### src/common/wdm_pkg.sv
// Purpose: Constants and types for the watchdog mode configuration block
// Assumes: 8-bit register port, one core clock
// Notes:   Offsets are byte addresses on the register port
package wdm_pkg;

  // ==========================================================
  // Register map
  localparam logic [31:0] WDM_MODE_OFS   = 32'h4000070C;
  localparam logic [31:0] WDM_STAT_OFS   = 32'h40000710;
  localparam logic [31:0] WDM_MASK_OFS   = 32'h40000714;
  localparam logic [31:0] WDM_CTRL_OFS   = 32'h40000718;

  // ==========================================================
  // Field layout and reset values
  localparam int          WDM_OVF_LSB    = 4;
  localparam int          WDM_ERM_BIT    = 2;
  localparam int          WDM_WS_LSB     = 0;
  localparam logic [7:0]  WDM_MODE_RST   = 8'h0F;
  localparam logic [7:0]  WDM_MODE_WMASK = 8'h77;
  localparam int          WDM_OVF_BASE   = 9;
  localparam int          WDM_ST_ERR_BIT = 0;
  localparam int          WDM_ST_UPD_BIT = 1;
  localparam int          WDM_CT_TRIG    = 0;

  // Error action codes
  localparam logic        WDM_ERM_NMI    = 1'b0;
  localparam logic        WDM_ERM_RESET  = 1'b1;

  // ==========================================================
  // Types
  typedef struct packed {
    logic [2:0] ovf_sel;
    logic       erm_sel;
    logic [1:0] ws_sel;
  } wdm_cfg_t;

  typedef struct packed {
    logic [31:0] addr;
    logic [7:0]  wdata;
    logic        wr;
    logic        rd;
  } wdm_bus_t;

endpackage : wdm_pkg

### src/wdm_mode_cfg.sv
// Purpose: Mode register of a window watchdog, with error detection
// Assumes: Trigger pulse comes from watchdog logic on the same clock
// Notes:   Settings reach the counter only at a trigger
// Functional notes
// - One software update allowed after reset, before the first trigger
// - Written value takes effect from the next trigger onward
// - After start, a write with a different value raises an error
// - After start, rewriting the held value raises no error
// - Mode register is accessed as 8-bit reads and writes
// - Bits 6-4 pick interval of 2^(9+code) count clock periods
// - Bit 2 picks error action: 0 interrupt request, 1 reset
// - Bits 1-0 pick open window 25, 50, 75 or 100 percent
`timescale 1ns/1ns
module wdm_mode_cfg #(
  parameter int OVF_W = 17
) (
  // Clock and reset
  input  wire logic                      core_clk_in,
  input  wire logic                      rst_b_in,
  // Register port
  input  wire logic [31:0]               addr_in,
  input  wire logic [7:0]                wdata_in,
  input  wire logic                      wr_in,
  input  wire logic                      rd_in,
  output logic      [7:0]                rdata_out,
  // Watchdog side
  input  wire logic                      trigger_in,
  output wdm_pkg::wdm_cfg_t              cfg_out,
  output logic      [OVF_W-1:0]          interval_out,
  output logic      [1:0]                window_q_out,
  output logic                           started_out,
  output logic                           err_pulse_out,
  output logic                           nmi_req_out,
  output logic                           reset_req_out,
  // Interrupt
  output logic                           irq_out
);

  // ==========================================================
  // Reset values, reserved bits already cleared
  localparam logic [7:0] MODE_RST =
    wdm_pkg::WDM_MODE_RST & wdm_pkg::WDM_MODE_WMASK;
  localparam wdm_pkg::wdm_cfg_t ACT_RST = {MODE_RST[6:4], MODE_RST[2],
                                           MODE_RST[1:0]};

  // ==========================================================
  // Helpers
  function automatic logic [OVF_W-1:0] ovf_count(input logic [2:0] sel);
    ovf_count = OVF_W'(1) << (wdm_pkg::WDM_OVF_BASE + int'(sel));
  endfunction : ovf_count

  function automatic logic [7:0] cfg_byte(input wdm_pkg::wdm_cfg_t c);
    cfg_byte = {1'b0, c.ovf_sel, 1'b0, c.erm_sel, c.ws_sel};
  endfunction : cfg_byte

  function automatic logic reg_hit(input logic [31:0] a,
                                   input logic [31:0] ofs);
    reg_hit = (a == ofs);
  endfunction : reg_hit

  // ==========================================================
  // State
  logic [7:0]        mode_q, mode_d;
  wdm_pkg::wdm_cfg_t act_q, act_d;
  logic              start_q, start_d;
  logic              upd_q, upd_d;
  logic [1:0]        stat_q, stat_d;
  logic [1:0]        mask_q, mask_d;
  logic [7:0]        rdata_q, rdata_d;
  logic              err_q, err_d;
  logic              wr_mode, wr_stat, wr_mask, wr_ctrl, trig;
  logic              bad_wr, first_wr;
  logic [7:0]        wval;

  assign wr_mode  = wr_in && reg_hit(addr_in, wdm_pkg::WDM_MODE_OFS);
  assign wr_stat  = wr_in && reg_hit(addr_in, wdm_pkg::WDM_STAT_OFS);
  assign wr_mask  = wr_in && reg_hit(addr_in, wdm_pkg::WDM_MASK_OFS);
  assign wr_ctrl  = wr_in && reg_hit(addr_in, wdm_pkg::WDM_CTRL_OFS);
  assign trig     = trigger_in ||
                    (wr_ctrl && wdata_in[wdm_pkg::WDM_CT_TRIG]);
  assign wval     = wdata_in & wdm_pkg::WDM_MODE_WMASK;
  assign first_wr = wr_mode && !start_q && !upd_q;
  assign bad_wr   = wr_mode && !first_wr && (wval != mode_q);

  // ==========================================================
  // Mode register, one update before the first trigger
  always_comb begin
    mode_d = mode_q;
    upd_d  = upd_q;
    if (first_wr) begin
      mode_d = wval;
      upd_d  = 1'b1;
    end
  end

  always_ff @(posedge core_clk_in or negedge rst_b_in) begin
    if (!rst_b_in) begin
      mode_q <= MODE_RST;
      upd_q  <= 1'b0;
    end else begin
      mode_q <= mode_d;
      upd_q  <= upd_d;
    end
  end

  // ==========================================================
  // Active settings, applied only at a trigger
  always_comb begin
    act_d   = act_q;
    start_d = start_q;
    err_d   = bad_wr;
    if (trig) begin
      start_d       = 1'b1;
      act_d.ovf_sel = mode_d[wdm_pkg::WDM_OVF_LSB +: 3];
      act_d.erm_sel = mode_d[wdm_pkg::WDM_ERM_BIT];
      act_d.ws_sel  = mode_d[wdm_pkg::WDM_WS_LSB +: 2];
    end
  end

  always_ff @(posedge core_clk_in or negedge rst_b_in) begin
    if (!rst_b_in) begin
      act_q   <= ACT_RST;
      start_q <= 1'b0;
      err_q   <= 1'b0;
    end else begin
      act_q   <= act_d;
      start_q <= start_d;
      err_q   <= err_d;
    end
  end

  // ==========================================================
  // Status and mask
  always_comb begin
    stat_d = stat_q;
    mask_d = mask_q;
    if (wr_mask) begin
      mask_d = wdata_in[1:0];
    end
    if (wr_stat) begin
      stat_d = stat_q & ~wdata_in[1:0];
    end
    // Set wins over a clear in the same cycle
    if (bad_wr) begin
      stat_d[wdm_pkg::WDM_ST_ERR_BIT] = 1'b1;
    end
    if (first_wr) begin
      stat_d[wdm_pkg::WDM_ST_UPD_BIT] = 1'b1;
    end
  end

  always_ff @(posedge core_clk_in or negedge rst_b_in) begin
    if (!rst_b_in) begin
      stat_q <= 2'h0;
      mask_q <= 2'h0;
    end else begin
      stat_q <= stat_d;
      mask_q <= mask_d;
    end
  end

  // ==========================================================
  // Read data
  always_comb begin
    rdata_d = 8'h00;
    if (rd_in) begin
      case (addr_in)
        wdm_pkg::WDM_MODE_OFS: rdata_d = mode_q;
        wdm_pkg::WDM_STAT_OFS: rdata_d = {6'h00, stat_q};
        wdm_pkg::WDM_MASK_OFS: rdata_d = {6'h00, mask_q};
        wdm_pkg::WDM_CTRL_OFS: rdata_d = {6'h00, upd_q, start_q};
        default:               rdata_d = 8'h00;
      endcase
    end
  end

  always_ff @(posedge core_clk_in or negedge rst_b_in) begin
    if (!rst_b_in) begin
      rdata_q <= 8'h00;
    end else begin
      rdata_q <= rdata_d;
    end
  end

  // ==========================================================
  // Outputs
  assign rdata_out     = rdata_q;
  assign cfg_out       = act_q;
  assign interval_out  = ovf_count(act_q.ovf_sel);
  assign window_q_out  = act_q.ws_sel;
  assign started_out   = start_q;
  assign err_pulse_out = err_q;
  assign nmi_req_out   = err_q && (act_q.erm_sel == wdm_pkg::WDM_ERM_NMI);
  assign reset_req_out = err_q && (act_q.erm_sel == wdm_pkg::WDM_ERM_RESET);
  assign irq_out       = |(stat_q & mask_q);

  // ==========================================================
  // Checks
  a_change_errs: assert property (@(posedge core_clk_in) disable iff (!rst_b_in)
    (wr_in && addr_in == wdm_pkg::WDM_MODE_OFS && start_q && upd_q
     && ((wdata_in & 8'h77) != mode_q)) |=> err_pulse_out)
    else $error("changed mode write gave no error");
  a_same_quiet: assert property (@(posedge core_clk_in) disable iff (!rst_b_in)
    (wr_in && addr_in == wdm_pkg::WDM_MODE_OFS
     && ((wdata_in & 8'h77) == mode_q)) |=> !err_pulse_out)
    else $error("same value write gave an error");
  a_once_only: assert property (@(posedge core_clk_in) disable iff (!rst_b_in)
    upd_q |=> $stable(mode_q))
    else $error("mode changed after first update");
  a_first_takes: assert property (@(posedge core_clk_in) disable iff (!rst_b_in)
    (wr_in && addr_in == wdm_pkg::WDM_MODE_OFS && !upd_q && !start_q)
    |=> mode_q == $past(wdata_in & 8'h77))
    else $error("first update not stored");
  a_hold_till_trig: assert property (@(posedge core_clk_in)
    disable iff (!rst_b_in) !trig |=> $stable(cfg_out))
    else $error("settings moved without trigger");
  a_trig_applies: assert property (@(posedge core_clk_in)
    disable iff (!rst_b_in) trig ##1 !trig |-> window_q_out == mode_q[1:0])
    else $error("window not applied at trigger");
  a_interval_val: assert property (@(posedge core_clk_in)
    disable iff (!rst_b_in)
    interval_out == (17'h00200 << cfg_out.ovf_sel))
    else $error("interval count wrong");
  a_action_sel: assert property (@(posedge core_clk_in) disable iff (!rst_b_in)
    err_pulse_out |-> (reset_req_out == cfg_out.erm_sel)
    && (nmi_req_out == !cfg_out.erm_sel))
    else $error("error action routed wrong");
  a_resv_zero: assert property (@(posedge core_clk_in) disable iff (!rst_b_in)
    $past(rd_in && addr_in == wdm_pkg::WDM_MODE_OFS)
    |-> (rdata_out[7] == 1'b0 && rdata_out[3] == 1'b0))
    else $error("reserved bits read nonzero");

  a_err_sets_stat: assert property (
    @(posedge core_clk_in) disable iff (!rst_b_in)
    bad_wr |=> stat_q[wdm_pkg::WDM_ST_ERR_BIT])
    else $error("error write left status clear");

  a_early_quiet: assert property (
    @(posedge core_clk_in) disable iff (!rst_b_in)
    first_wr |=> !err_pulse_out)
    else $error("first update gave an error");

  a_start_sticky: assert property (
    @(posedge core_clk_in) disable iff (!rst_b_in)
    start_q |=> started_out)
    else $error("started flag dropped");

  a_trig_starts: assert property (
    @(posedge core_clk_in) disable iff (!rst_b_in)
    trig |=> started_out)
    else $error("trigger did not start");

  a_cfg_from_mode: assert property (
    @(posedge core_clk_in) disable iff (!rst_b_in)
    trig |=> (cfg_byte(cfg_out) == mode_q))
    else $error("settings differ from mode after trigger");

  a_resv_stored: assert property (
    @(posedge core_clk_in) disable iff (!rst_b_in)
    (mode_q[7] == 1'b0) && (mode_q[3] == 1'b0))
    else $error("reserved bit stored");

  a_action_onehot: assert property (
    @(posedge core_clk_in) disable iff (!rst_b_in)
    !(nmi_req_out && reset_req_out))
    else $error("both error actions raised");

  a_req_from_err: assert property (
    @(posedge core_clk_in) disable iff (!rst_b_in)
    (nmi_req_out || reset_req_out) |-> err_pulse_out)
    else $error("error action without error");

  a_rdata_idle: assert property (
    @(posedge core_clk_in) disable iff (!rst_b_in)
    !$past(rd_in) |-> (rdata_out == 8'h00))
    else $error("read data outside its cycle");

  a_window_hold: assert property (
    @(posedge core_clk_in) disable iff (!rst_b_in)
    !trig |=> $stable(window_q_out))
    else $error("window moved without trigger");

  a_upd_sticky: assert property (
    @(posedge core_clk_in) disable iff (!rst_b_in)
    upd_q |=> upd_q)
    else $error("update flag dropped");

  a_no_late_store: assert property (
    @(posedge core_clk_in) disable iff (!rst_b_in)
    (wr_mode && start_q) |=> $stable(mode_q))
    else $error("mode stored after start");

  a_second_errs: assert property (
    @(posedge core_clk_in) disable iff (!rst_b_in)
    (wr_mode && upd_q && (wval != mode_q)) |=> err_pulse_out)
    else $error("second differing update gave no error");

  c_first_upd: cover property (@(posedge core_clk_in) first_wr);
  c_trig:      cover property (@(posedge core_clk_in) trigger_in ##1 started_out);
  c_err_nmi:   cover property (@(posedge core_clk_in) nmi_req_out);
  c_err_rst:   cover property (@(posedge core_clk_in) reset_req_out);
  c_sw_trig:   cover property (@(posedge core_clk_in) wr_ctrl && wdata_in[0]);

endmodule : wdm_mode_cfg

### config.mk
export PLATFORM = sky130hd
export DESIGN_NAME = wdm_mode_cfg
export DESIGN_NICKNAME = d
export VERILOG_FILES = /design/src/common/wdm_pkg.sv /design/src/wdm_mode_cfg.sv
export SDC_FILE = /design/constraint.sdc
export NUM_CORES = 1
export LEC_CHECK = 0
export ABC_AREA = 1
export CORE_UTILIZATION = 60
export DETAILED_ROUTE_END_ITERATION = 10
export DONT_BUFFER_PORTS = 1
export PLACE_DENSITY_LB_ADDON = 0.12
export SKIP_LAST_GASP = 1
export SLEW_MARGIN = 20
export SYNTH_ARGS = -nofsm -noshare
export SYNTH_HDL_FRONTEND = slang
export SYNTH_SLANG_ARGS = --single-unit
export TNS_END_PERCENT = 100
### constraint.sdc
create_clock -name core_clk_in -period 1.85 [get_ports core_clk_in]
set_input_delay 0.0925 -clock core_clk_in [delete_from_list [all_inputs] [get_ports core_clk_in]]
set_output_delay 0.0925 -clock core_clk_in [all_outputs]
set_load 0.1 [all_outputs]
# == Word-level counts from Yosys, hierarchy flattened ==
# Cells that the tools add are included.
# Widths: inputs -> output; s select.
# word_totals
register_bits,27
latch_bits,0
mem_bits_rw,0
rom_bits,0
inputBits,45
output_inout_bits,38
elab_cells,46
n_memories,0
# classes
addsub,1
n_mul,0
n_div,0
n_lt_le_gt_ge,0
n_eq_ne,5
shift,1
muxes,6
bitwise,4
reduce_logical,18
# op_table
cell,count
$eq 32x31->1 const B,4
$pmux 7 s4,1
$shl 1x5->17 const A,1
$mux 7,2
$logic_and 1x1->1,11
$ne 6x6->1,1
$add 4x3->5 const A,1
$and 2x2->2,2
$reduce_bool 2->1,2
$logic_not 1->1,3
$mux 1,2
$mux 2,1
$not 2->2,1
$reduce_or 2->1,1
$logic_or 1x1->1,1
$not 1->1,1

# == Logic depth before layout (Yosys ltp) ==
# logic_depth
word_depth,8
mapped_depth,12
depth_no_buf,12

# == Worst setup path after synthesis ==
# OpenSTA, ideal clock, no wires.
# synth_path
path_kind,register -> output
from,reg act_q (netlist bit cfg_out[3])
to,out interval_out[13]
arrival_ns,2.957
required_ns,1.757
slack_ns,-1.200
stages_incl_launch_ff,6
path_buffers,0
path_cell_list,dfrtp_1 nand2_1 inv_1 ha_1 or2_2 nor2_1
# synth_between
elab_chain_len,2
# synth_lines
item,line_no,rtl
start: declaration,wdm_mode_cfg.sv:64,"wdm_pkg::wdm_cfg_t act_q, act_d;"
start signal: assignment,wdm_mode_cfg.sv:126,act_q <= act_d;
$add 4x3->5,wdm_mode_cfg.sv:49,ovf_count = OVF_W'(1) << (wdm_pkg::WDM_OVF_BASE + int'(sel));
$shl 1x5->17,wdm_mode_cfg.sv:49,
end: declaration,wdm_mode_cfg.sv:29,"output logic [OVF_W-1:0] interval_out,"
# No other way between the ends.

# == Worst setup path in the final report ==
# Ends and elaborated chain as after synthesis.

==> metrics.md <==
| Metric | Value |
|---|---|
| Largest net degree at the start of global routing | `26` |
| Antenna viol nets, final | `0` |
| Post-synth top area cell | `dfrtp_1` |
| Startpoint Class | `register` |
| Initial Util | `63.9%` |
| Pwr dens | `558 mW/mm²` |
| Die X | `56.7 µm` |
| Clock Path Buffers | `2` |
| Mapped Cells | `266` |
| Switching share of power | `41.9%` |
| CP endpoint kind | `output pin` |
| DRC | `16` |
| Max cap viols | `0` |
| Post-layout minimum cycle time | `1.86 ns` |
| Slew Viols, Final | `0` |
| ANT cells | `0` |
| Pint | `0.751 mW` |
| Share of layout cells above drive strength 1 | `25.6%` |
| Area contributors post-synth | `dfrtp_1 27%, nand2_1 12%, nor2_1 11%, inv_1 9.6%, dfstp_2 8.8%` |
| Remaining global-route overflow | `0` |
| Tot GR Track Use | `26.6%` |
| I/O pin cnt | `83` |
| WL/cell | `11.9 µm` |
| Area delta synth->final | `29.1%` |
| Synth unique cells | `27` |
| Synthesized flop and latch total | `25` |
| Vias | `1731` |
| Outcome | `finished, violations left` |
| Period utilization | `100%` |
| Site Rows | `19` |
| Hold_ws | `-0.00206 ns` |
| Clk slew on worst S/H paths | `0.14 ns` |
| Clock Power Share | `19.2%` |
| Crit path setup slack, layout | `-0.00778 ns` |
| Final TNS setup | `-0.00778 ns` |
| Most frequent cell after synthesis | `nand2_1` |
| Core footprint | `0.00281 mm²` |
| Top post-synthesis cells by count | `57 x nand2_1, 51 x nor2_1, 46 x inv_1` |
| First-pass GRT wire length | `6530 µm` |
| Number of CTS-inserted buffers | `3` |
| Vias per Instance | `5.21` |
| Post-DP HPWL | `3130 µm` |
| Post-Syn Area | `0.00179 mm²` |
| Die area | `0.00321 mm²` |
| Htree depth | `1` |
| # setup viols final | `1` |
| Psw | `0.542 mW` |
| Clk sink count | `25` |
| Fraction of registers with async set/reset | `100%` |
| Root buf cell | `clkbuf_4` |
| RSZ-0062 raised after global routing | `yes` |
| Initial antenna violation count | `0` |
| DRT Pass-1 Iters | `7` |
| Post-Place Worst Slack | `0.333 ns` |
| Arrival time of the worst setup path | `1.77 ns` |
| Post-synth top area share | `26.5%` |
| Post-synth EDFFs | `0` |
| Slew HR | `64.0%` |
| Nets | `349` |
| Comb power frac | `36.7%` |
| WL final | `3950 µm` |
| Fmax | `538 MHz` |
| Failing checks | `DRC, hold timing, setup timing` |
| Layout Utilization | `82.5%` |
| Kind of critical path | `reg -> out` |
| Worst vdd ir | `0.609 mV` |
| Part of the power in registers | `44.1%` |
| Syn avg cell area | `6.74 µm²` |
| Share of the yosys chip area belonging to registers | `35.3%` |
| Fin Clk Skew | `0.00455 ns` |
| Ys Warns | `0` |
| Fillers | `191` |
| Ys flop type | `dfrtp_1` |
| Worst-path fanout max | `3` |
| Die Ht | `56.7 µm` |
| Slew at the pin closest to its max-slew limit | `0.545 ns` |
| RD Place Congestion | `0.923` |
| Worst path required time | `1.76 ns` |
| Final Hold Fails | `1` |
| Static Leak | `1.20 nW` |
| 1st-iter DRT viols | `97` |
| Number of global-route vias before repair | `1583` |
| Worst hold path type | `in -> reg` |
| Insertion delay of the later-clocked pin in the worst-skew pair | `0.32 ns` |
| Port buffer count | `0` |
| CTS tree | `yes` |
## critical path, cell delays in order, from the launching register on
cell	delay, ns
dfrtp_4	0.50
nand2_2	0.08
inv_2	0.05
ha_4	0.22
or2_4	0.28
nor2_4	0.13
buf_12	0.18
## cell usage in the layout (no fill, tap or decap), types with 6 or more instances in the layout
master,synthesis,routed
nand4_1,12,12
buf_12,0,11
dfstp_2,6,6
nor2_1,51,42
dfrtp_1,19,16
buf_4,12,17
dlygate4sd3_1,0,6
nand2_2,8,10
conb_1,1,10
and2_1,6,6
inv_1,46,43
nor2_4,3,12
nand2_1,57,55
nand3_1,21,21
## flip-flops by register name, summed over array words and instances, names as in the netlist
register,flops
mask_q,2
upd_q,1
stat_q,2
started_out,1
cfg_out,4
mode_q,6
err_pulse_out,1
window_q_out,2
rdata_out,6
## power groups by stage
stage | Sequential, mW | Combinational, mW | Clock (mW)
after floorplan | 0.650 | 0.324 | 0
after global placement | 0.580 | 0.442 | 0
after detailed placement | 0.581 | 0.448 | 0
after CTS | 0.571 | 0.469 | 0.247
after global routing | 0.571 | 0.499 | 0.270
final | 0.570 | 0.474 | 0.248
## repair_timing
action,CTS,global route
gates resized for setup,1,0
hold endpoints to repair,36,21
pin swaps,1,5
hold buffers,4,3
setup buffers,0,1
setup endpoints to repair,6,6
## worst paths after layout
path	from	endpoint	slack, ns	cells after the start
worst min-delay path	wr_in	mask_q[1]	-0.002	2
worst max-delay path	cfg_out[3]	interval_out[13]	-0.008	6
min in group asynchronous	rst_b_in	cfg_out[3]	0.26	2
worst max register to register	mode_q[2]	stat_q[0]	0.59	5
worst min register to register	window_q_out[1]	window_q_out[1]	0.48	2
max in group asynchronous	rst_b_in	cfg_out[4]	1.21	2
## cell families after synthesis
logic type,share of synthesized area (%)
and+or+nand+nor,44.7
xor gates and xnor gates,0.977
buffers and inverters,15.3
adders and majority gates,1.40
DFF,35.3
other,0.209
AOI/OAI and AO/OA,2.16
## per-layer routing
metal | up-vias | part of all wire [%] | track usage [%]
li1 | 865 | - | -
met1 | 776 | 39 | 31.0
met2 | 79 | 51 | 48.8
met3 | 11 | 7.8 | 3.46
met4 | 0 | 2.3 | 10.7
met5 | - | 0 | 0
## per-stage QoR
stage | power [mW] | instance area [µm²] | hold slack [ns] | std cells
final | 1.29 | 2310 | -0.00206 | 332
after global routing | 1.34 | 2310 | 0.0106 | 332
after CTS | 1.29 | 2280 | 0.00347 | 328
after detailed placement | 1.03 | 2210 | -0.202 | 320
after global placement | 1.02 | 2210 | -0.202 | 320
after floorplan | 0.974 | 1930 | -0.203 | 275
## cell type report
type | instances | area [µm²] | area share [%]
clock buffer | 3 | 22.5 | 0.973
sequential | 25 | 644 | 27.8
tap | 31 | 38.8 | 1.68
timing repair buffer | 35 | 413 | 17.8
clock inverter | 1 | 5.00 | 0.216
multi-input combinational | 189 | 1010 | 43.5
inverter | 48 | 184 | 7.95
Note: power is estimated with default switching activity, not from simulation.
